==> config.mk <==
export PLATFORM = sky130hd
export DESIGN_NAME = matrix_relay_loader
export DESIGN_NICKNAME = d
export VERILOG_FILES = /design/src/include/relay_pkg.sv /design/src/include/tick_if.sv /design/src/hw/tick_divider.sv /design/src/hw/matrix_relay_loader.sv
export SDC_FILE = /design/constraint.sdc
export NUM_CORES = 1
export LEC_CHECK = 0
export BUFFER_PORTS_ARGS = -buffer_cell sky130_fd_sc_hd__buf_4
export CAP_MARGIN = 20
export CORE_MARGIN = 1
export CORE_UTILIZATION = 50
export CTS_CLUSTER_DIAMETER = 60
export CTS_CLUSTER_SIZE = 25
export DETAILED_ROUTE_END_ITERATION = 8
export GPL_TIMING_DRIVEN = 0
export PLACE_DENSITY = 0.72
export SETUP_SLACK_MARGIN = 0.02
export SYNTH_ARGS = -nofsm -noshare
export SYNTH_HDL_FRONTEND = slang
export SYNTH_HIERARCHICAL = 1
export SYNTH_SLANG_ARGS = --single-unit
==> constraint.sdc <==
create_clock -name clk_i -period 2.7 [get_ports clk_i]
set_input_delay 0.405 -clock clk_i [delete_from_list [all_inputs] [get_ports clk_i]]
set_output_delay 0.405 -clock clk_i [all_outputs]
set_load 0.005 [all_outputs]
==> src/include/relay_pkg.sv <==
// constants shared by the matrix card loader and its clock divider
package relay_pkg;
   // system clock and peripheral clock rates
   localparam int unsigned CLK_HZ = 50_000_000;
   localparam int unsigned PERIPH_HZ = 1_790_000;
   // half period of the peripheral clock, rounded to the nearest cycle
   localparam int unsigned PERIPH_HALF_CYC = (CLK_HZ + PERIPH_HZ) / (2 * PERIPH_HZ);
   // processor reset hold, least time 110 ms in whole cycles, CLK_HZ / 1000 truncated, no rounding up
   localparam int unsigned RESET_HOLD_MS = 110;
   localparam int unsigned RESET_HOLD_CYC = (RESET_HOLD_MS * (CLK_HZ / 1000) + 0) ;
   localparam int unsigned RESET_CNT_W = 23;
   // bits per card transfer
   localparam logic [3:0] BITS_PER_BYTE = 4'h8;
   localparam logic [3:0] BIT_CNT_RST = 4'h0;
   // output levels after reset
   localparam logic PROC_RESET_RST = 1'b0;
   localparam logic CLEAR_RST = 1'b0;
   localparam logic ADVANCE_N_RST = 1'b1;
   localparam logic SELECT_N_RST = 1'b1;
   localparam logic SER_CLK_RST = 1'b1;
   localparam logic [7:0] BYTE_RST = 8'h00;
   // sequencer states
   typedef enum logic [2:0] {
      ST_HOLD   = 3'h0,
      ST_CLEAR  = 3'h1,
      ST_ADV    = 3'h2,
      ST_IDBITS = 3'h3,
      ST_IDLE   = 3'h4,
      ST_SELECT = 3'h5,
      ST_BITS   = 3'h6
   } seq_state_t;
endpackage

==> src/include/tick_if.sv <==
// peripheral clock level and its edge enables, divider to sequencer
`timescale 1ns/100ps
interface tick_if;
   logic level;
   logic rise;
   logic fall;
   modport src (output level, output rise, output fall);
   modport snk (input level, input rise, input fall);
endinterface

==> src/hw/tick_divider.sv <==
// square-wave divider producing one-cycle edge enables
`timescale 1ns/100ps
module tick_divider #(
   parameter int unsigned HALF_CYC = relay_pkg::PERIPH_HALF_CYC
) (
   // clock and reset
   input wire logic clk_i,
   input wire logic resetn_i,
   // ticks out
   tick_if.src tick
);
   localparam int CNT_W = $clog2(HALF_CYC + 1);
   localparam logic [CNT_W-1:0] LAST = CNT_W'(HALF_CYC - 1);

   logic [CNT_W-1:0] cnt_ff, nxt_cnt;
   logic level_ff, nxt_level;
   logic rise_ff, nxt_rise;
   logic fall_ff, nxt_fall;

   if (HALF_CYC < 2) begin : g_chk
      $error("tick_divider: HALF_CYC must be at least 2");
   end

   // free-running count, toggle at each half period
   always_comb begin
      nxt_cnt = cnt_ff + CNT_W'(1);
      nxt_level = level_ff;
      nxt_rise = 1'b0;
      nxt_fall = 1'b0;
      if (cnt_ff == LAST) begin
         nxt_cnt = '0;
         nxt_level = ~level_ff;
         nxt_rise = ~level_ff;
         nxt_fall = level_ff;
      end
   end

   always_ff @(posedge clk_i or negedge resetn_i) begin
      if (!resetn_i) begin
         cnt_ff <= '0;
         level_ff <= 1'b0;
         rise_ff <= 1'b0;
         fall_ff <= 1'b0;
      end else begin
         cnt_ff <= nxt_cnt;
         level_ff <= nxt_level;
         rise_ff <= nxt_rise;
         fall_ff <= nxt_fall;
      end
   end

   assign tick.level = level_ff;
   assign tick.rise = rise_ff;
   assign tick.fall = fall_ff;
endmodule

==> src/hw/matrix_relay_loader.sv <==
// matrix card loader: power-up id read and relay byte bursts
`timescale 1ns/100ps
module matrix_relay_loader #(
   parameter int unsigned RESET_HOLD_CYC = relay_pkg::RESET_HOLD_CYC,
   parameter int unsigned ID_BYTES = 4
) (
   // clock and reset
   input wire logic clk_i,
   input wire logic resetn_i,
   // processor side
   output logic processor_reset_o,
   output logic periph_clk_o,
   // relay update request
   input wire logic relay_req_i,
   input wire logic [7:0] relay_byte_i,
   output logic relay_busy_o,
   output logic relay_done_o,
   // identification results
   output logic [7:0] id_byte_o,
   output logic [7:0] id_index_o,
   output logic id_valid_o,
   output logic id_done_o,
   // matrix card pins
   output logic card_addr_clear_o,
   output logic card_addr_advance_n_o,
   input wire logic card_id_serial_in_i,
   output logic relay_load_select_n_o,
   output logic relay_ser_clk_n_o,
   output logic relay_serial_out_o
);
   localparam logic [7:0] LAST_ID = 8'(ID_BYTES - 1);
   localparam logic [relay_pkg::RESET_CNT_W-1:0] HOLD_LAST =
      relay_pkg::RESET_CNT_W'(RESET_HOLD_CYC - 1);

   if (ID_BYTES < 1 || ID_BYTES > 256) begin : g_chk_id
      $error("matrix_relay_loader: ID_BYTES must be 1..256");
   end
   if (RESET_HOLD_CYC < 1 || RESET_HOLD_CYC >= (1 << relay_pkg::RESET_CNT_W)) begin : g_chk_rst
      $error("matrix_relay_loader: RESET_HOLD_CYC out of range");
   end

   tick_if tick ();

   tick_divider #(
      .HALF_CYC(relay_pkg::PERIPH_HALF_CYC)
   ) u_div (
      .clk_i(clk_i),
      .resetn_i(resetn_i),
      .tick(tick.src)
   );

   // id input synchroniser; the filtered level moves only when stages 2 and 3 agree
   logic id_s1_ff, id_s2_ff, id_s3_ff, id_filt_ff, nxt_id_filt;

   always_comb begin
      nxt_id_filt = id_filt_ff;
      if (id_s2_ff == id_s3_ff) begin
         nxt_id_filt = id_s3_ff;
      end
   end

   always_ff @(posedge clk_i or negedge resetn_i) begin
      if (!resetn_i) begin
         id_s1_ff <= 1'b0;
         id_s2_ff <= 1'b0;
         id_s3_ff <= 1'b0;
         id_filt_ff <= 1'b0;
      end else begin
         id_s1_ff <= card_id_serial_in_i;
         id_s2_ff <= id_s1_ff;
         id_s3_ff <= id_s2_ff;
         id_filt_ff <= nxt_id_filt;
      end
   end

   // sequencer state
   relay_pkg::seq_state_t state_ff, nxt_state;
   logic [relay_pkg::RESET_CNT_W-1:0] hold_cnt_ff, nxt_hold_cnt;
   logic [3:0] bit_cnt_ff, nxt_bit_cnt;
   logic [7:0] byte_idx_ff, nxt_byte_idx;
   logic [7:0] shift_ff, nxt_shift;
   logic proc_rst_ff, nxt_proc_rst;
   logic periph_ff;
   logic clear_ff, nxt_clear;
   logic adv_n_ff, nxt_adv_n;
   logic sel_n_ff, nxt_sel_n;
   logic ser_clk_n_ff, nxt_ser_clk_n;
   logic ser_data_ff, nxt_ser_data;
   logic busy_ff, nxt_busy;
   logic done_ff, nxt_done;
   logic [7:0] id_byte_ff, nxt_id_byte;
   logic [7:0] id_index_ff, nxt_id_index;
   logic id_valid_ff, nxt_id_valid;
   logic id_done_ff, nxt_id_done;

   // next-state logic; all card pin changes land on peripheral clock edges
   always_comb begin
      nxt_state = state_ff;
      nxt_hold_cnt = hold_cnt_ff;
      nxt_bit_cnt = bit_cnt_ff;
      nxt_byte_idx = byte_idx_ff;
      nxt_shift = shift_ff;
      nxt_proc_rst = proc_rst_ff;
      nxt_clear = clear_ff;
      nxt_adv_n = adv_n_ff;
      nxt_sel_n = sel_n_ff;
      nxt_ser_clk_n = ser_clk_n_ff;
      nxt_ser_data = ser_data_ff;
      nxt_busy = busy_ff;
      nxt_done = 1'b0;
      nxt_id_byte = id_byte_ff;
      nxt_id_index = id_index_ff;
      nxt_id_valid = 1'b0;
      nxt_id_done = id_done_ff;
      case (state_ff)
         relay_pkg::ST_HOLD: begin
            // keep the processor in reset, then release before any card traffic
            if (hold_cnt_ff == HOLD_LAST) begin
               nxt_proc_rst = 1'b1;
               if (proc_rst_ff && tick.rise) begin
                  nxt_state = relay_pkg::ST_CLEAR;
                  nxt_clear = 1'b1;
               end
            end else begin
               nxt_hold_cnt = hold_cnt_ff + relay_pkg::RESET_CNT_W'(1);
            end
         end
         relay_pkg::ST_CLEAR: begin
            // clear pulse lasts one peripheral period
            if (tick.rise) begin
               nxt_clear = 1'b0;
               nxt_adv_n = 1'b0;
               nxt_state = relay_pkg::ST_ADV;
            end
         end
         relay_pkg::ST_ADV: begin
            if (tick.rise) begin
               nxt_adv_n = 1'b1;
               nxt_bit_cnt = relay_pkg::BIT_CNT_RST;
               nxt_state = relay_pkg::ST_IDBITS;
            end
         end
         relay_pkg::ST_IDBITS: begin
            // sample on the falling edge, where the card also shifts; the synchroniser delay still holds the old bit
            if (tick.fall && bit_cnt_ff != relay_pkg::BITS_PER_BYTE) begin
               nxt_shift = {shift_ff[6:0], id_filt_ff};
               nxt_bit_cnt = bit_cnt_ff + 4'h1;
            end
            if (tick.rise && bit_cnt_ff == relay_pkg::BITS_PER_BYTE) begin
               nxt_id_byte = shift_ff;
               nxt_id_index = byte_idx_ff;
               nxt_id_valid = 1'b1;
               if (byte_idx_ff == LAST_ID) begin
                  nxt_id_done = 1'b1;
                  nxt_state = relay_pkg::ST_IDLE;
               end else begin
                  nxt_byte_idx = byte_idx_ff + 8'h01;
                  nxt_adv_n = 1'b0;
                  nxt_state = relay_pkg::ST_ADV;
               end
            end
         end
         relay_pkg::ST_IDLE: begin
            // a request is latched at once; the burst waits for the next rising edge
            if (!busy_ff && relay_req_i) begin
               nxt_busy = 1'b1;
               nxt_shift = relay_byte_i;
            end
            if (busy_ff && tick.rise) begin
               nxt_sel_n = 1'b0;
               nxt_state = relay_pkg::ST_SELECT;
            end
         end
         relay_pkg::ST_SELECT: begin
            if (tick.rise) begin
               nxt_sel_n = 1'b1;
               nxt_bit_cnt = relay_pkg::BIT_CNT_RST;
               nxt_state = relay_pkg::ST_BITS;
            end
         end
         relay_pkg::ST_BITS: begin
            // data moves with the falling clock so it is settled at the rising edge
            if (tick.fall && bit_cnt_ff != relay_pkg::BITS_PER_BYTE) begin
               nxt_ser_clk_n = 1'b0;
               nxt_ser_data = shift_ff[7];
               nxt_shift = {shift_ff[6:0], 1'b0};
               nxt_bit_cnt = bit_cnt_ff + 4'h1;
            end
            if (tick.rise) begin
               nxt_ser_clk_n = 1'b1;
               if (bit_cnt_ff == relay_pkg::BITS_PER_BYTE) begin
                  nxt_busy = 1'b0;
                  nxt_done = 1'b1;
                  nxt_state = relay_pkg::ST_IDLE;
               end
            end
         end
         default: begin
            nxt_state = relay_pkg::ST_HOLD;
         end
      endcase
   end

   always_ff @(posedge clk_i or negedge resetn_i) begin
      if (!resetn_i) begin
         state_ff <= relay_pkg::ST_HOLD;
         hold_cnt_ff <= '0;
         bit_cnt_ff <= relay_pkg::BIT_CNT_RST;
         byte_idx_ff <= 8'h00;
         shift_ff <= relay_pkg::BYTE_RST;
         proc_rst_ff <= relay_pkg::PROC_RESET_RST;
         periph_ff <= 1'b0;
         clear_ff <= relay_pkg::CLEAR_RST;
         adv_n_ff <= relay_pkg::ADVANCE_N_RST;
         sel_n_ff <= relay_pkg::SELECT_N_RST;
         ser_clk_n_ff <= relay_pkg::SER_CLK_RST;
         ser_data_ff <= 1'b0;
         busy_ff <= 1'b0;
         done_ff <= 1'b0;
         id_byte_ff <= relay_pkg::BYTE_RST;
         id_index_ff <= 8'h00;
         id_valid_ff <= 1'b0;
         id_done_ff <= 1'b0;
      end else begin
         state_ff <= nxt_state;
         hold_cnt_ff <= nxt_hold_cnt;
         bit_cnt_ff <= nxt_bit_cnt;
         byte_idx_ff <= nxt_byte_idx;
         shift_ff <= nxt_shift;
         proc_rst_ff <= nxt_proc_rst;
         periph_ff <= tick.level;
         clear_ff <= nxt_clear;
         adv_n_ff <= nxt_adv_n;
         sel_n_ff <= nxt_sel_n;
         ser_clk_n_ff <= nxt_ser_clk_n;
         ser_data_ff <= nxt_ser_data;
         busy_ff <= nxt_busy;
         done_ff <= nxt_done;
         id_byte_ff <= nxt_id_byte;
         id_index_ff <= nxt_id_index;
         id_valid_ff <= nxt_id_valid;
         id_done_ff <= nxt_id_done;
      end
   end

   // every output straight from a flip-flop
   assign processor_reset_o = proc_rst_ff;
   assign periph_clk_o = periph_ff;
   assign relay_busy_o = busy_ff;
   assign relay_done_o = done_ff;
   assign id_byte_o = id_byte_ff;
   assign id_index_o = id_index_ff;
   assign id_valid_o = id_valid_ff;
   assign id_done_o = id_done_ff;
   assign card_addr_clear_o = clear_ff;
   assign card_addr_advance_n_o = adv_n_ff;
   assign relay_load_select_n_o = sel_n_ff;
   assign relay_ser_clk_n_o = ser_clk_n_ff;
   assign relay_serial_out_o = ser_data_ff;
endmodule

== Word level (Yosys, flattened, before mapping) ==
Cells that the tools add are included.
Word-level totals
  bits in registers: 84
  word-level logic and storage cells: 132
Cells by class
  $add $sub $neg: 4
  equal/unequal tests: 27
  multiplexer cells: 42
  bitwise operators: 3
  reduce and logical (&&, ||, !) cells: 30
Operators by type and width (count)
  $mux W3: 10
  $mux W8: 3
  $pmux W8 S3: 1
  $add A23 B1 Y23 const B: 1
  $eq A23 B23 Y1 const B: 1
  $pmux W3 S7: 1
  $mux W1: 19
  $ne A2 B2 Y1 const B: 9
  $mux W4: 3
  $ne A2 B1 Y1 const B: 6
  $reduce_and A3 Y1: 4
  $reduce_and A4 Y1: 3
  $reduce_and A2 Y1: 5
  $reduce_bool A2 Y1: 5
  $eq A3 B3 Y1 const B: 3
  $reduce_and A9 Y1: 1
  $add A4 B1 Y4 const B: 2
  $add A8 B1 Y8 const B: 1
  $eq A4 B4 Y1 const B: 2
  $eq A8 B2 Y1 const B: 1
  $pmux W4 S2: 1
  $eq A3 B2 Y1 const B: 2
  $pmux W1 S2: 3
  $reduce_bool A3 Y1: 2
  other kinds (10): 17

== Logic depth before layout (Yosys ltp) ==
Gate-level depths: netlist of run 1.
  word-level depth: 4
  mapped depth: 8
  mapped depth without buffers: 7

== Hierarchy ==
Netlist of run 1, hierarchy kept.
Modules (own cells, without submodules)
  matrix_relay_loader: times used 1, cells an instance 306, area an instance 3453.3 µm², sequential area each 1930.6 µm²
  tick_divider: times used 1, cells an instance 21, area an instance 269.0 µm², sequential area each 175.2 µm²

== Least setup slack after synthesis of run 1 ==
OpenSTA, ideal clock, no wires.
  path kind: register to register
  start point: register byte_idx_ff[0]
  end point: register byte_idx_ff[1]
  library setup time: 0.125 ns
  arrival time: 1.756 ns
  setup slack: 0.820 ns
  cell stages (with the launch flop): 6
  path buffers: 0
  period minus slack after synthesis: 1.880 ns
  cell sequence: dfrtp_1 -> ha_1 -> or4b_1 -> nor4_2 -> nand2b_1 -> mux2_2
On the way
  cells in the longest elaborated chain, start to end: 3
  elaborated cells between the ends (all ways): 4
  classes of those cells: 1 x add/sub; 1 x eq/ne; 1 x bitwise; 1 x reduce/logical
Ends and longest elaborated chain
  start, declared: RTL line matrix_relay_loader.sv:80  | logic [7:0] byte_idx_ff, nxt_byte_idx;
  start signal, assigned: RTL line matrix_relay_loader.sv:228  | byte_idx_ff <= nxt_byte_idx;
  branches (longest 3 deep; another with $add A8 B1 Y8)
Parallel ways; which one is timed is not known.
A chain may end at the register's enable or synchronous reset.

== Final worst setup path of run 1 ==
Ends and elaborated chain as after synthesis.

==> summary by stage, run 1 <==
Place
The total instance count after detailed placement is 464. The last weighted congestion value of the routability-driven placer is 0.824. The count of buffers added on input and output ports is 38. The post-DP HPWL is 4.65 mm.

Synthesis
Counting every instance in the synthesized netlist gives 327. Counting instances in the post-synthesis netlist gives the leading cell types as 81 x dfrtp_1, 29 x nand2_1, 27 x nor2_1, 20 x mux2_2, 17 x xor2_1. Synthesis inferred 84 register bits. The number of warnings issued by yosys is 6. The most common cell in the netlist is dfrtp_1. The number of flops mapped to enable cells by yosys is 0. The area share of the leading cell type in the synthesized netlist is 54.5%. The sequential-to-total area share from yosys stat is 56.6%. The proportion of synthesized flip-flops having asynchronous set or reset is 100%.

The number of distinct standard cells referenced by the synthesized netlist is 49. dfrtp_1 takes more of the synthesized area than any other cell. The synthesized area per cell is 11.4 um^2. In this run the cell area of the synthesized design comes to 3720 um^2.

The dominant register cell in the synthesized netlist is dfrtp_1. The number of nets handed over by synthesis was 343. By area the synthesized netlist is led by dfrtp_1 54%, mux2_2 6.1%, xor2_1 4.0%.

Setup path
For the worst setup path, the data required time is 2950 ps. The worst-path maximum fanout is 5. Walking the worst path, the cells encountered are ha_1 > or4b_1 > nor4_2 > nand2b_1 > mux2_2. STA puts the critical path data arrival time at 2410 ps.

For this run, the slowest stage of the critical path takes 470 ps. The worst-path cell with the longest stage delay is or4b_1. The setup path with the least slack is of type flop to flop.

The critical path endpoint category is a flop. The worst setup path is launched from a flop.

CTS
The post-cts repair resize count is 0. The total number of clock tree sinks is 84. The clock reaches the later pin of the worst-skew pair after 350 ps. The clock tree from TritonCTS is done. The clock slew at the register clock pins of the worst setup and hold paths is 90 ps.

The buffer type at the clock tree root is clkbuf_8. The maximum level of the CTS H-tree is 3. The total clock buffers created by CTS is 9. The number of post-CTS setup repair buffers is 0.

The total of hold buffers inserted after clock tree synthesis is 0. In this run the deepest clock path goes through 2 buffers.

Power
The internal power component is 1800 uW. The overall power after layout is 2300 uW. Power spread over the standard cell area amounts to 524 nW/um^2. VDD sags by at most 0.000318 V.

Registers are responsible for 55.0% of the overall power. The switching part of the total is 21.5%. The net switching power is 494 uW. The static leakage is 0.00210 uW. The fraction of power consumed by the clock network is 43.2%.

Combinational cells account for 1.9% of the total power.

Final layout
In the final layout, the share of cells above drive strength 1 is 24.9%. The multi-input combinational cells in the finished layout cover a total of 1550 um^2. The final core utilization is 60.7%.

The antenna diode instance count is 0. The post-layout instance count excluding filler cells is 481. From synthesis to final layout, the design area changed by 17.7%. Fill cells in the final layout number 624. The count of nets after finishing is 393. The storage element area is 2110 um^2.

STA
At the pin with the least slew margin, the transition time is 540 ps. For the finished layout, the period the worst path requires is 2170 ps. The number of slew-limit violations in the final report is 0. Setup violations remaining at the end of the flow were counted as 0. Setup repair after global routing left no endpoint under its margin. Dividing the final minimum period by the clock period gives 80.2%. Across the routed clock network, the largest skew measured is 11.9 ps.

The worst hold-check slack is 3.91 ps. For this run, the top clock speed supported by timing is 462 MHz. Summed over all failing endpoints, the final setup total negative slack is 0 ps. The count of final hold-check violations came to 0. The worst slew slack as a fraction of its limit is 63.9%.

Route
The average vias per placed instance is 5.25. For this run, the detailed router's first-pass iteration total came to 4. The post-detailed-routing wire length is 6.67 mm.

After the first detailed-routing iteration, the DRC count stood at 102. The count of nets left with antenna violations after detail routing is 0. The via count is 2,523. After detailed routing, the average wire length per cell comes to 13.9 um. The residual DRC count is 0.

Floorplan
The floorplan step defined a die boundary enclosing 7790 um^2. For this configuration, the core starts out at a cell density of 51.6%. The number of placement rows is 31.

The floorplan step set the die height to 88.3 um. The die width is 88.3 um. The region available for standard cell placement spans 7210 um^2.

39 I/O pins were placed.

Run
The number of max-capacitance violations reported is 0.

Global routing
The via count of the first global-routing pass is 2,327. Entering global routing, the biggest net connects 85 pins. The total overflow left after global routing is 0. The total routing usage reported by global routing is 18.9%.

The initial antenna violation count was 0. The first global-routing pass estimated 11.2 mm of wire.

Min path
The path type of the worst min-delay path is input port to async pin.

Status
The run finished with clean final reports.
==> metal layers <==
layer	track usage, %	wire (um)	vias up
met3	3.82	210	10
met1	27.1	3340	1236
li1	-	-	1242
met5	0	0	-
met2	27.6	2990	35
met4	8.80	121	0
==> power by group through the flow <==
stage                     Sequential, uW  Clock, uW  Combinational (uW)
after CTS                           1260       1020                40.5
after floorplan                     1290          0                2.50
after global placement              1290          0                39.7
after global routing                1260       1070                50.0
after detailed placement            1290          0                40.5
final                               1260        992                42.9
==> logic make-up after synthesis <==
logic type | after synthesis | synth area share (%)
AO/OA/AOI/OAI | 32 | 5.21
XOR/XNOR | 30 | 7.06
adder cells (fa/ha/maj) | 5 | 1.61
buffers and inverters | 16 | 1.88
flip-flops | 84 | 56.6
multiplexers | 27 | 7.93
AND/OR/NAND/NOR | 133 | 19.7
==> worst paths after layout <==
path                            depth (start not counted)                    end  slack, ps                start
worst max-delay path                                    5         byte_idx_ff[1]        530       byte_idx_ff[0]
worst min-delay path                                    1         byte_idx_ff[4]          4             resetn_i
worst max register to register                          5         byte_idx_ff[1]        530       byte_idx_ff[0]
worst min register to register                          0               id_s2_ff        370             id_s1_ff
max in group asynchronous                               2  card_addr_advance_n_o       2050             resetn_i
min in group clk_i                                      1               id_s1_ff        150  card_id_serial_in_i
==> area by class of cell <==
class | count | share of cell area [%]
flip-flops and latches | 84 | 48.1
multi-input cells | 227 | 35.3
repair buffers | 39 | 7.14
clock buffers | 9 | 2.83
well taps | 99 | 2.83
clock inverters | 7 | 2.26
plain buffers | 8 | 0.914
inverters | 8 | 0.685
==> critical path, delay by kind of cell (launching register included) <==
kind                       cells  cell delay, ps
and+or+nand+nor                3            1050
muxes                          1             350
DFF                            1             440
adders and majority gates      1             220
==> cell usage in the layout (no fill, tap or decap), types with 4 or more instances in the layout <==
cell and count:
xor2_1 17, a21oi_1 11, ha_1 4, buf_2 5, nand2b_1 4, mux2i_1 7
nand4_1 12, xnor2_1 13, inv_1 8, clkbuf_8 9, nor3_1 7, mux2_2 20
buf_4 39, nand3_1 15, nand2_1 29, dfrtp_1 81, nor2_1 27, and3_1 4
nand3b_1 4, o21ai_0 12
==> registers in the layout, indices dropped and copies added, names as in the netlist, 3 cells and up <==
signal and flops:
hold_cnt_ff 23, byte_idx_ff 8, id_byte_o 8, id_index_o 8, shift_ff 8, bit_cnt_ff 4
u_div/cnt_ff 4, state_ff 3
==> stage by stage <==
step	area, um^2	setup WS, ps
6_report	4380	533
5_1_grt	4380	377
4_1_cts	4350	516
3_5_place_dp	4130	539
3_3_place_gp	4130	565
2_1_floorplan	3720	820
Note: power is estimated with default switching activity, not from simulation.
==> run 2: changes to the inputs <==
--- a/config.mk
+++ b/config.mk
@@ -5,6 +5,7 @@
 export SDC_FILE = /design/constraint.sdc
 export NUM_CORES = 1
 export LEC_CHECK = 0
+export ABC_AREA = 1
 export BUFFER_PORTS_ARGS = -buffer_cell sky130_fd_sc_hd__buf_4
 export CAP_MARGIN = 20
 export CORE_MARGIN = 1
@@ -13,7 +14,7 @@
 export CTS_CLUSTER_SIZE = 25
 export DETAILED_ROUTE_END_ITERATION = 8
 export GPL_TIMING_DRIVEN = 0
-export PLACE_DENSITY = 0.72
+export PLACE_DENSITY = 0.75
 export SETUP_SLACK_MARGIN = 0.02
 export SYNTH_ARGS = -nofsm -noshare
 export SYNTH_HDL_FRONTEND = slang
==> constraint.sdc (replaced) <==
create_clock -name clk_i -period 1.75 [get_ports clk_i]
set_input_delay 0.2625 -clock clk_i [delete_from_list [all_inputs] [get_ports clk_i]]
set_output_delay 0.2625 -clock clk_i [all_outputs]
set_load 0.005 [all_outputs]
==> run 2 against run 1 <==
Non-clock buffer count rose by 15; core utilization is 0.90 points higher; sequential share of layout area down 6.9 points; die area grew 15%; clock power up 45%; cell count grew 45%; synthesized cell count rose by 60%; critical endpoint is now byte_idx_ff[7]; largest cell class unchanged.
==> summary by stage, run 2 <==
Place
The instance area at placement came to 4730 um^2 (+14%). The last weighted congestion value of the routability-driven placer was 0.924 (+12%). The post-DP HPWL was 6.38 mm (+37%).

The total instance count after detailed placement is 667 (+44%). The count of input and output buffers was 38 (unchanged).

Setup path
In this run the critical register-to-register path is captured at byte_idx_ff[7]. The startpoint of the lowest-slack register-to-register path is bit_cnt_ff[0]. The worst setup path is launched from a flop. The register-to-register path setup slack is 70 ps (-470 ps). The worst reg-to-reg path cell count was 10 (+5).

The worst-path maximum fanout is 6 (+1). The setup path with the least slack is of type flop to flop. On the critical path the largest part of the delay comes from simple AND/OR/NAND/NOR gates. The count of buffering cells on the critical path with inverters included is 1 (+1). The highest cell delay on the worst timing path is 400 ps (-70 ps). The critical path endpoint category is a flop. The data required time at the worst endpoint is 2000 ps (-950 ps).

Walking the worst path, the cells encountered are inv_2 > ha_4 > nand2_2 > nor2_2 > nand2_2 > nor2_4 > nand2_4 > nor2_4 > nand2_1 > xor2_1. The signal arrival time at the worst endpoint was 1930 ps (-480 ps). Among all stages on the critical path, the largest delay is contributed by dfrtp_1.

Min path
The endpoint of the worst hold-timing path is shift_ff[6]. The hold path depth is 3. The start point of the worst hold path is relay_byte_i[6]. The path type of the worst min-delay path is input port to flop.

Synthesis
The most common cell in the synthesized netlist is nand2_1. By area the synthesized netlist is led by dfrtp_1 47%, nand2_1 16%, nor2_1 4.6%. The sequential-to-total area share from yosys stat came to 48.9% (-7.7 points).

The commonest cells after synthesis are 181 x nand2_1, 81 x dfrtp_1, 53 x nor2_1, 48 x inv_1, 33 x o21ai_0. The proportion of synthesized flip-flops having asynchronous set or reset came to 100% (unchanged). The synthesized area per cell is 8.23 um^2 (-28%). The number of flops mapped to enable cells by yosys was 0 (unchanged). The flip-flop and latch count after synthesis came to 84 (unchanged). The most used flip-flop cell after synthesis is dfrtp_1. The area of the mapped netlist came to 4310 um^2 (+16%). The number of warnings issued by yosys was 6 (unchanged).

The area share of the leading cell type in the synthesized netlist is 47.0% (-7.4 points). The cell accounting for the most synthesized area is dfrtp_1. The post-synthesis cell count is 524 (+60%). The post-synth net total was 540 (+57%). The number of distinct standard cells referenced by the synthesized netlist is 37 (-24%).

Route
The count of nets left with antenna violations after detail routing is 0 (unchanged). The average vias per placed instance is 5.08 (-3.2%). The residual DRC count is 0 (unchanged). The via count is 3,538 (+40%). The violation count after the first detailed-route iteration is 155 (+52%). The average wire per cell in the routed design is 13.2 um (-4.6%).

The number of detailed-routing iterations run before antenna repair is 4 (unchanged). The post-detailed-routing wire length is 9.22 mm (+38%).

STA
The peak clock frequency supported by timing is 594 MHz (+29%). The final critical path time including I/O delays and setup came to 1680 ps (-484 ps). The actual transition at the worst max-transition pin is 524 ps (-16.1 ps). The number of slew-limit violations in the final report is 0 (unchanged). The number of failing setup endpoints in the final timing report is 0 (unchanged). The count of final hold-check violations came to 0 (unchanged). The portion of the clock cycle consumed by the worst path in the final layout is 96.2% (+16 points).

The clock skew came to 8.32 ps (-3.53 ps). The worst slew slack as a fraction of its limit was 65.0% (+1.1 points). The worst hold-check slack was 163 ps (+159 ps).

The setup TNS after final layout was 0 ps (unchanged).

Global routing
The initial antenna violation count is 0 (unchanged). The total global routing overflow was 0 (unchanged). The wire length of the first global-routing pass was 15.6 mm (+40%). The via count of the first global-routing pass came to 3,410 (+47%). The total routing usage reported by global routing is 22.1% (+3.3 points). The maximum number of pins on one net before global-route repair was 85 (unchanged).

Floorplan
The die width is 94.9 um (+7.4%). The floorplan die area came to 9000 um^2 (+15%). The I/O pin count came to 39 (unchanged).

The die span in y is 94.9 um (+7.4%). The core footprint is 8300 um^2 (+15%). The number of placement rows is 33 (+6.5%). The starting density of the core came to 51.9% (+0.34 points).

CTS
The maximum count of clock buffers along a single path is 2 (unchanged). The total number of clock tree sinks was 84 (unchanged). The maximum level of the CTS H-tree was 3 (unchanged). The clock slew at the register clock pins of the worst setup and hold paths is 90 ps (about the same). The total clock buffers created by CTS is 9 (unchanged). The clock tree from TritonCTS is done. The worst-skew pair later-pin latency is 360 ps (about the same). The tree is rooted in a clkbuf_8.

Final layout
The proportion of layout cells with a drive suffix above 1 is 21.5% (-3.4 points). The count of nets after finishing is 603 (+53%). The post-layout instance count excluding filler cells came to 697 (+45%). More flip-flops sit in one register than any other, and that register is hold_cnt_ff.

The library cells used most frequently in the layout, excluding fill and tap cells, are 178 x nand2_1, 81 x dfrtp_1, 50 x nor2_1, 50 x buf_4, 47 x inv_1. The antenna diode instance count is 0 (unchanged). The final core utilization is 61.6% (+0.90 points).

The most common cell after layout, fill and taps aside is nand2_1. The cell area after layout is 5110 um^2 (+17%). The flip-flop count of the largest register after layout is 23 (unchanged). From synthesis to final layout, the design area changed by 18.7%.

The fill cell total of the finished layout is 688 (+10%).

Status
The run finished with clean final reports.

Run
The number of max-capacitance violations reported was 0 (unchanged).

Power
The power density over cell area is 676 nW/um^2 (+29%). The static leakage is 0.00250 uW (+19%). The largest voltage drop on the vdd net is 0.000365 V (+15%).
## run 2: worst reg2reg max path: cells and delay by family (launching register included)
family,cells,cell delay (ps)
xor+xnor,1,140
fa+ha+maj,1,140
buf+inv,1,90
flops,1,400
simple gates,7,810
## run 2: logic make-up after synthesis
family	Yosys count	share of synthesized area (%)
AND/OR/NAND/NOR	290	30.1
flip-flops	84	48.9
XOR/XNOR	21	4.27
AO/OA/AOI/OAI	57	8.36
multiplexers	1	0.261
buffers and inverters	66	6.76
adder cells (fa/ha/maj)	5	1.39
## run 2: how the worst max path moves through the flow
| stage | cells past startpoint | from | endpoint |
|---|---|---|---|
| final | 10 | bit_cnt_ff[0] | byte_idx_ff[7] |
| after global routing | 10 | bit_cnt_ff[0] | byte_idx_ff[7] |
| after CTS | 9 | hold_cnt_ff[1] | hold_cnt_ff[3] |
| after detailed placement | 9 | hold_cnt_ff[0] | hold_cnt_ff[3] |
| after global placement | 9 | hold_cnt_ff[0] | hold_cnt_ff[3] |
| after floorplan | 9 | hold_cnt_ff[0] | hold_cnt_ff[21] |
## run 2: final cells by class
cell class                      count  area [um^2]  share of cell area (%)
Buffer                             10         81.3                    1.59
Clock buffer                       10          128                    2.50
Clock inverter                      6         72.6                    1.42
Inverter                           56          210                    4.11
Multi-Input combinational cell    374         1970                    38.5
Sequential cell                    84         2110                    41.2
Tap cell                          105          131                    2.57
Timing Repair Buffer               52          415                    8.12
## run 2: metrics by stage
step,worst slack [ps],power [uW]
2_1_floorplan,196,1990
3_3_place_gp,-164,2050
3_5_place_dp,-216,2050
4_1_cts,13.3,3470
5_1_grt,-23.9,3570
6_report,67.1,3460
## run 2: metal layers
metal  global-route usage (%)  wire length, um  vias up
li1                         -                -     1776
met1                     29.9             4380     1679
met2                     36.3             4360       68
met3                     3.30              318       15
met4                     7.58              161        0
met5                        0                0        -
## run 2: repair_timing
action | in CTS | in global routing
pin swaps | 2 | 4
setup buffers | 6 | 5
resized for setup | 4 | 11
hold endpoints to repair | 1 | 36
hold buffers | 1 | 1
endpoints found under the setup margin | 50 | 57
## run 2: power breakdown
part / leakage [uW] / internal, uW / switching (uW) / total (uW)
registers: 0.00107 / 1950 / 2.88 / 1950
logic: 0.00135 / 27.3 / 44.3 / 71.6
clock network: 0.0000910 / 675 / 764 / 1440
total: 0.00250 / 2650 / 812 / 3460
==> run 3: changes to the inputs <==
--- a/config.mk
+++ b/config.mk
@@ -5,7 +5,6 @@
 export SDC_FILE = /design/constraint.sdc
 export NUM_CORES = 1
 export LEC_CHECK = 0
-export ABC_AREA = 1
 export BUFFER_PORTS_ARGS = -buffer_cell sky130_fd_sc_hd__buf_4
 export CAP_MARGIN = 20
 export CORE_MARGIN = 1
@@ -14,9 +13,10 @@
 export CTS_CLUSTER_SIZE = 25
 export DETAILED_ROUTE_END_ITERATION = 8
 export GPL_TIMING_DRIVEN = 0
-export PLACE_DENSITY = 0.75
+export PLACE_DENSITY = 0.8
 export SETUP_SLACK_MARGIN = 0.02
 export SYNTH_ARGS = -nofsm -noshare
 export SYNTH_HDL_FRONTEND = slang
 export SYNTH_HIERARCHICAL = 1
 export SYNTH_SLANG_ARGS = --single-unit
+export TNS_END_PERCENT = 50
==> run 3 against run 2 <==
The run now ends with setup timing left; combinational power decreased by 2.8%; sequential power about the same; highest routed layer unchanged; via count decreased by 20%; clock power increased by 7%; largest power group unchanged; count of clock-buffer cells in the layout increased by 1; largest cell class unchanged; register-to-register slack got worse by 280 ps; maximum frequency decreased by 14%; setup slack got worse by 280 ps; sequential share of layout area increased by 2.2 points; non-clock buffer count increased by 12.
==> summary by stage, run 3 (synthesized netlist as in run 1, its figures left out) <==
Global routing
The initial antenna violation count is 0 (unchanged). The total global routing overflow is 0 (unchanged). The total routing usage reported by global routing was 21.0% (-1.1 points). The via count of the first global-routing pass is 2,529 (-26%). The maximum number of pins on one net before global-route repair is 85 (unchanged). The wire length of the first global-routing pass was 12.2 mm (-22%).

Route
The via count is 2,844 (-20%). The met3 routed wirelength is 395 um (+24%). The top routing layer in use is met4.

The detailed-routed wire length on met2 is 4.05 mm (-7.2%). The number of detailed-routing iterations run before antenna repair was 4 (unchanged). The count of nets left with antenna violations after detail routing is 0 (unchanged). The average vias per placed instance is 5.61 (+11%). The average wire per cell in the routed design is 16.3 um (+23%).

The met1 wire length is 3.57 mm (-18%). The violation count after the first detailed-route iteration came to 231 (+49%). The residual DRC count is 0 (unchanged). The post-detailed-routing wire length is 8.25 mm (-11%).

Place
The last weighted congestion value of the routability-driven placer is 0.820 (-11%). The post-DP HPWL was 4.58 mm (-28%). The post-place setup slack came to -285 ps (-68.1 ps).

The total instance count after detailed placement is 464 (-30%). The count of input and output buffers is 38 (unchanged).

Status
The checks that failed: setup timing. The run finished, with violations left.

Min path
The path type of the worst min-delay path is input port to flop.

Final layout
The fill cell total of the finished layout was 511 (-26%). The post-layout instance count excluding filler cells was 507 (-27%). The antenna diode instance count is 0 (unchanged).

The proportion of layout cells with a drive suffix above 1 came to 37.3% (+16 points). The top cell types in the final layout, fill and taps aside, are 74 x dfrtp_1, 56 x buf_4, 28 x nand2_1, 25 x nor2_1, 17 x xor2_1. More flip-flops sit in one register than any other, and that register is hold_cnt_ff.

From synthesis to final layout, the design area changed by 31.1%. The most common cell after layout, fill and taps aside is dfrtp_1. The flip-flop count of the largest register after layout is 23 (unchanged). The count of nets after finishing is 420 (-30%).

Setup path
The signal arrival time at the worst endpoint is 2210 ps (+280 ps). The worst-path cell with the longest stage delay is dfrtp_1. The count of buffering cells on the critical path with inverters included is 4 (+3). The worst setup path is captured at a flop. The data required time at the worst endpoint came to 2000 ps (about the same). Broken down by cell family, the worst path's largest delay share belongs to buffers and inverters.

The sort of element at the start of the critical path is a flop. The worst-path maximum fanout is 3 (-3). The startpoint-to-endpoint class of the critical path is flop to flop. The highest cell delay on the worst timing path is 400 ps (about the same).

The signal on the critical path passes through inv_1 > ha_2 > nand3b_1 > buf_4 > nor4_4 > buf_4 > buf_6 > nand2b_4 > mux2_4. The cell repeated most along the worst path is buf_4.

Power
The largest voltage drop on the vdd net is 0.000532 V (+46%). The power density over cell area is 730 nW/um^2 (+7.9%). The static leakage is 0.00228 uW (-8.9%).

CTS
The clock slew at the register clock pins of the worst setup and hold paths is 80 ps (about the same). The maximum count of clock buffers along a single path is 2 (unchanged). The maximum level of the CTS H-tree came to 3 (unchanged).

The worst-skew pair later-pin latency is 360 ps (about the same). The total number of clock tree sinks was 84 (unchanged). The clock tree from TritonCTS is done. The total clock buffers created by CTS is 9 (unchanged). The buffer type at the clock tree root is clkbuf_8.

Floorplan
The I/O pin count is 39 (unchanged). The core footprint is 7210 um^2 (-13%). The die span in y is 88.3 um (-6.9%).

The die width is 88.3 um (-6.9%). The number of placement rows was 31 (-6.1%). The starting density of the core is 51.6% (-0.34 points).

The floorplan die area is 7790 um^2 (-13%).

STA
The final critical path time including I/O delays and setup is 1960 ps (+275 ps). The worst hold-check slack came to 163 ps (+0.414 ps). The count of final hold-check violations is 0 (unchanged).

The actual transition at the worst max-transition pin is 594 ps (+69.5 ps). The portion of the clock cycle consumed by the worst path in the final layout is 112% (+16 points). The number of slew-limit violations in the final report was 0 (unchanged). Setup repair after global routing could not meet its margin everywhere. The worst-case setup margin in the final layout is -208 ps (-275 ps). The peak clock frequency supported by timing is 511 MHz (-14%). The worst slew slack as a fraction of its limit was 60.4% (-4.6 points). The clock skew was 7.93 ps (-0.391 ps). The number of failing setup endpoints in the final timing report is 31 (+31).

Run
The number of max-capacitance violations reported is 0 (unchanged).
==> run 3: cell types whose count changed in the layout (fill, tap and decap cells not counted), moves of 8 or more <==
cell / delta
nand3_1: -10
xnor2_1: +8
inv_1: -39
o21ai_0: -26
inv_2: -9
nand2_1: -150
mux2_2: +12
nor2_1: -25
==> run 3: worst min-delay path: cells and delay by family <==
kind                   cells  cell delay [ps]
AOI/OAI and AO/OA          1               50
and+or+nand+nor            1               80
buffers and inverters      1               90
==> run 3: area by class of cell <==
class	instances	area, um^2	share of cell area [%]
Clock buffer	11	151	3.10
Sequential cell	84	2110	43.3
Buffer	8	61.3	1.26
Timing Repair Buffer	66	563	11.5
Tap cell	99	124	2.54
Inverter	8	30.0	0.615
Clock inverter	4	72.6	1.49
Multi-Input combinational cell	227	1760	36.1
==> run 3: where the power goes <==
| part | switching, uW | total, uW | internal [uW] |
|---|---|---|---|
| Clock | 673 | 1540 | 871 |
| Combinational | 41.9 | 69.6 | 27.7 |
| Sequential | 2.64 | 1950 | 1950 |
| Total | 717 | 3560 | 2840 |
==> run 3: final timing paths <==
| path | startpoint | endpoint | slack (ps) | depth (start not counted) |
|---|---|---|---|---|
| max | bit_cnt_ff[0] | byte_idx_ff[1] | -210 | 9 |
| min | relay_req_i | relay_busy_o | 160 | 3 |
| max reg2reg | bit_cnt_ff[0] | byte_idx_ff[1] | -210 | 9 |
| min reg2reg | id_s1_ff | id_s2_ff | 360 | 0 |
| max in group asynchronous | resetn_i | relay_ser_clk_n_o | 730 | 3 |
| min in group asynchronous | resetn_i | id_index_o[6] | 390 | 2 |
==> run 3: stage by stage <==
stage	instance area [um^2]	setup TNS, ps	utilization [%]	power, uW
3_3_place_gp	4160	-5350	57.7	2050
6_report	4880	-3950	67.7	3560
4_1_cts	4620	-1730	64.1	3570
2_1_floorplan	3750	-359	-	1990
5_1_grt	4880	-8030	67.7	3640
3_5_place_dp	4160	-6540	57.7	2050
==> run 3: routing by layer <==
| layer | track usage (%) | up-vias |
|---|---|---|
| li1 | - | 1305 |
| met3 | 4.76 | 21 |
| met4 | 8.50 | 0 |
| met5 | 0 | - |
| met1 | 29.3 | 1433 |
| met2 | 32.0 | 85 |
==> run 3: what timing repair did <==
action | in CTS | in global routing
pin swaps | 15 | 14
endpoints found under the setup margin | 47 | 55
buffers inserted | 20 | 5
endpoints found under the hold margin | 0 | 33
gates resized for setup | 24 | 47
hold buffers | 0 | 2
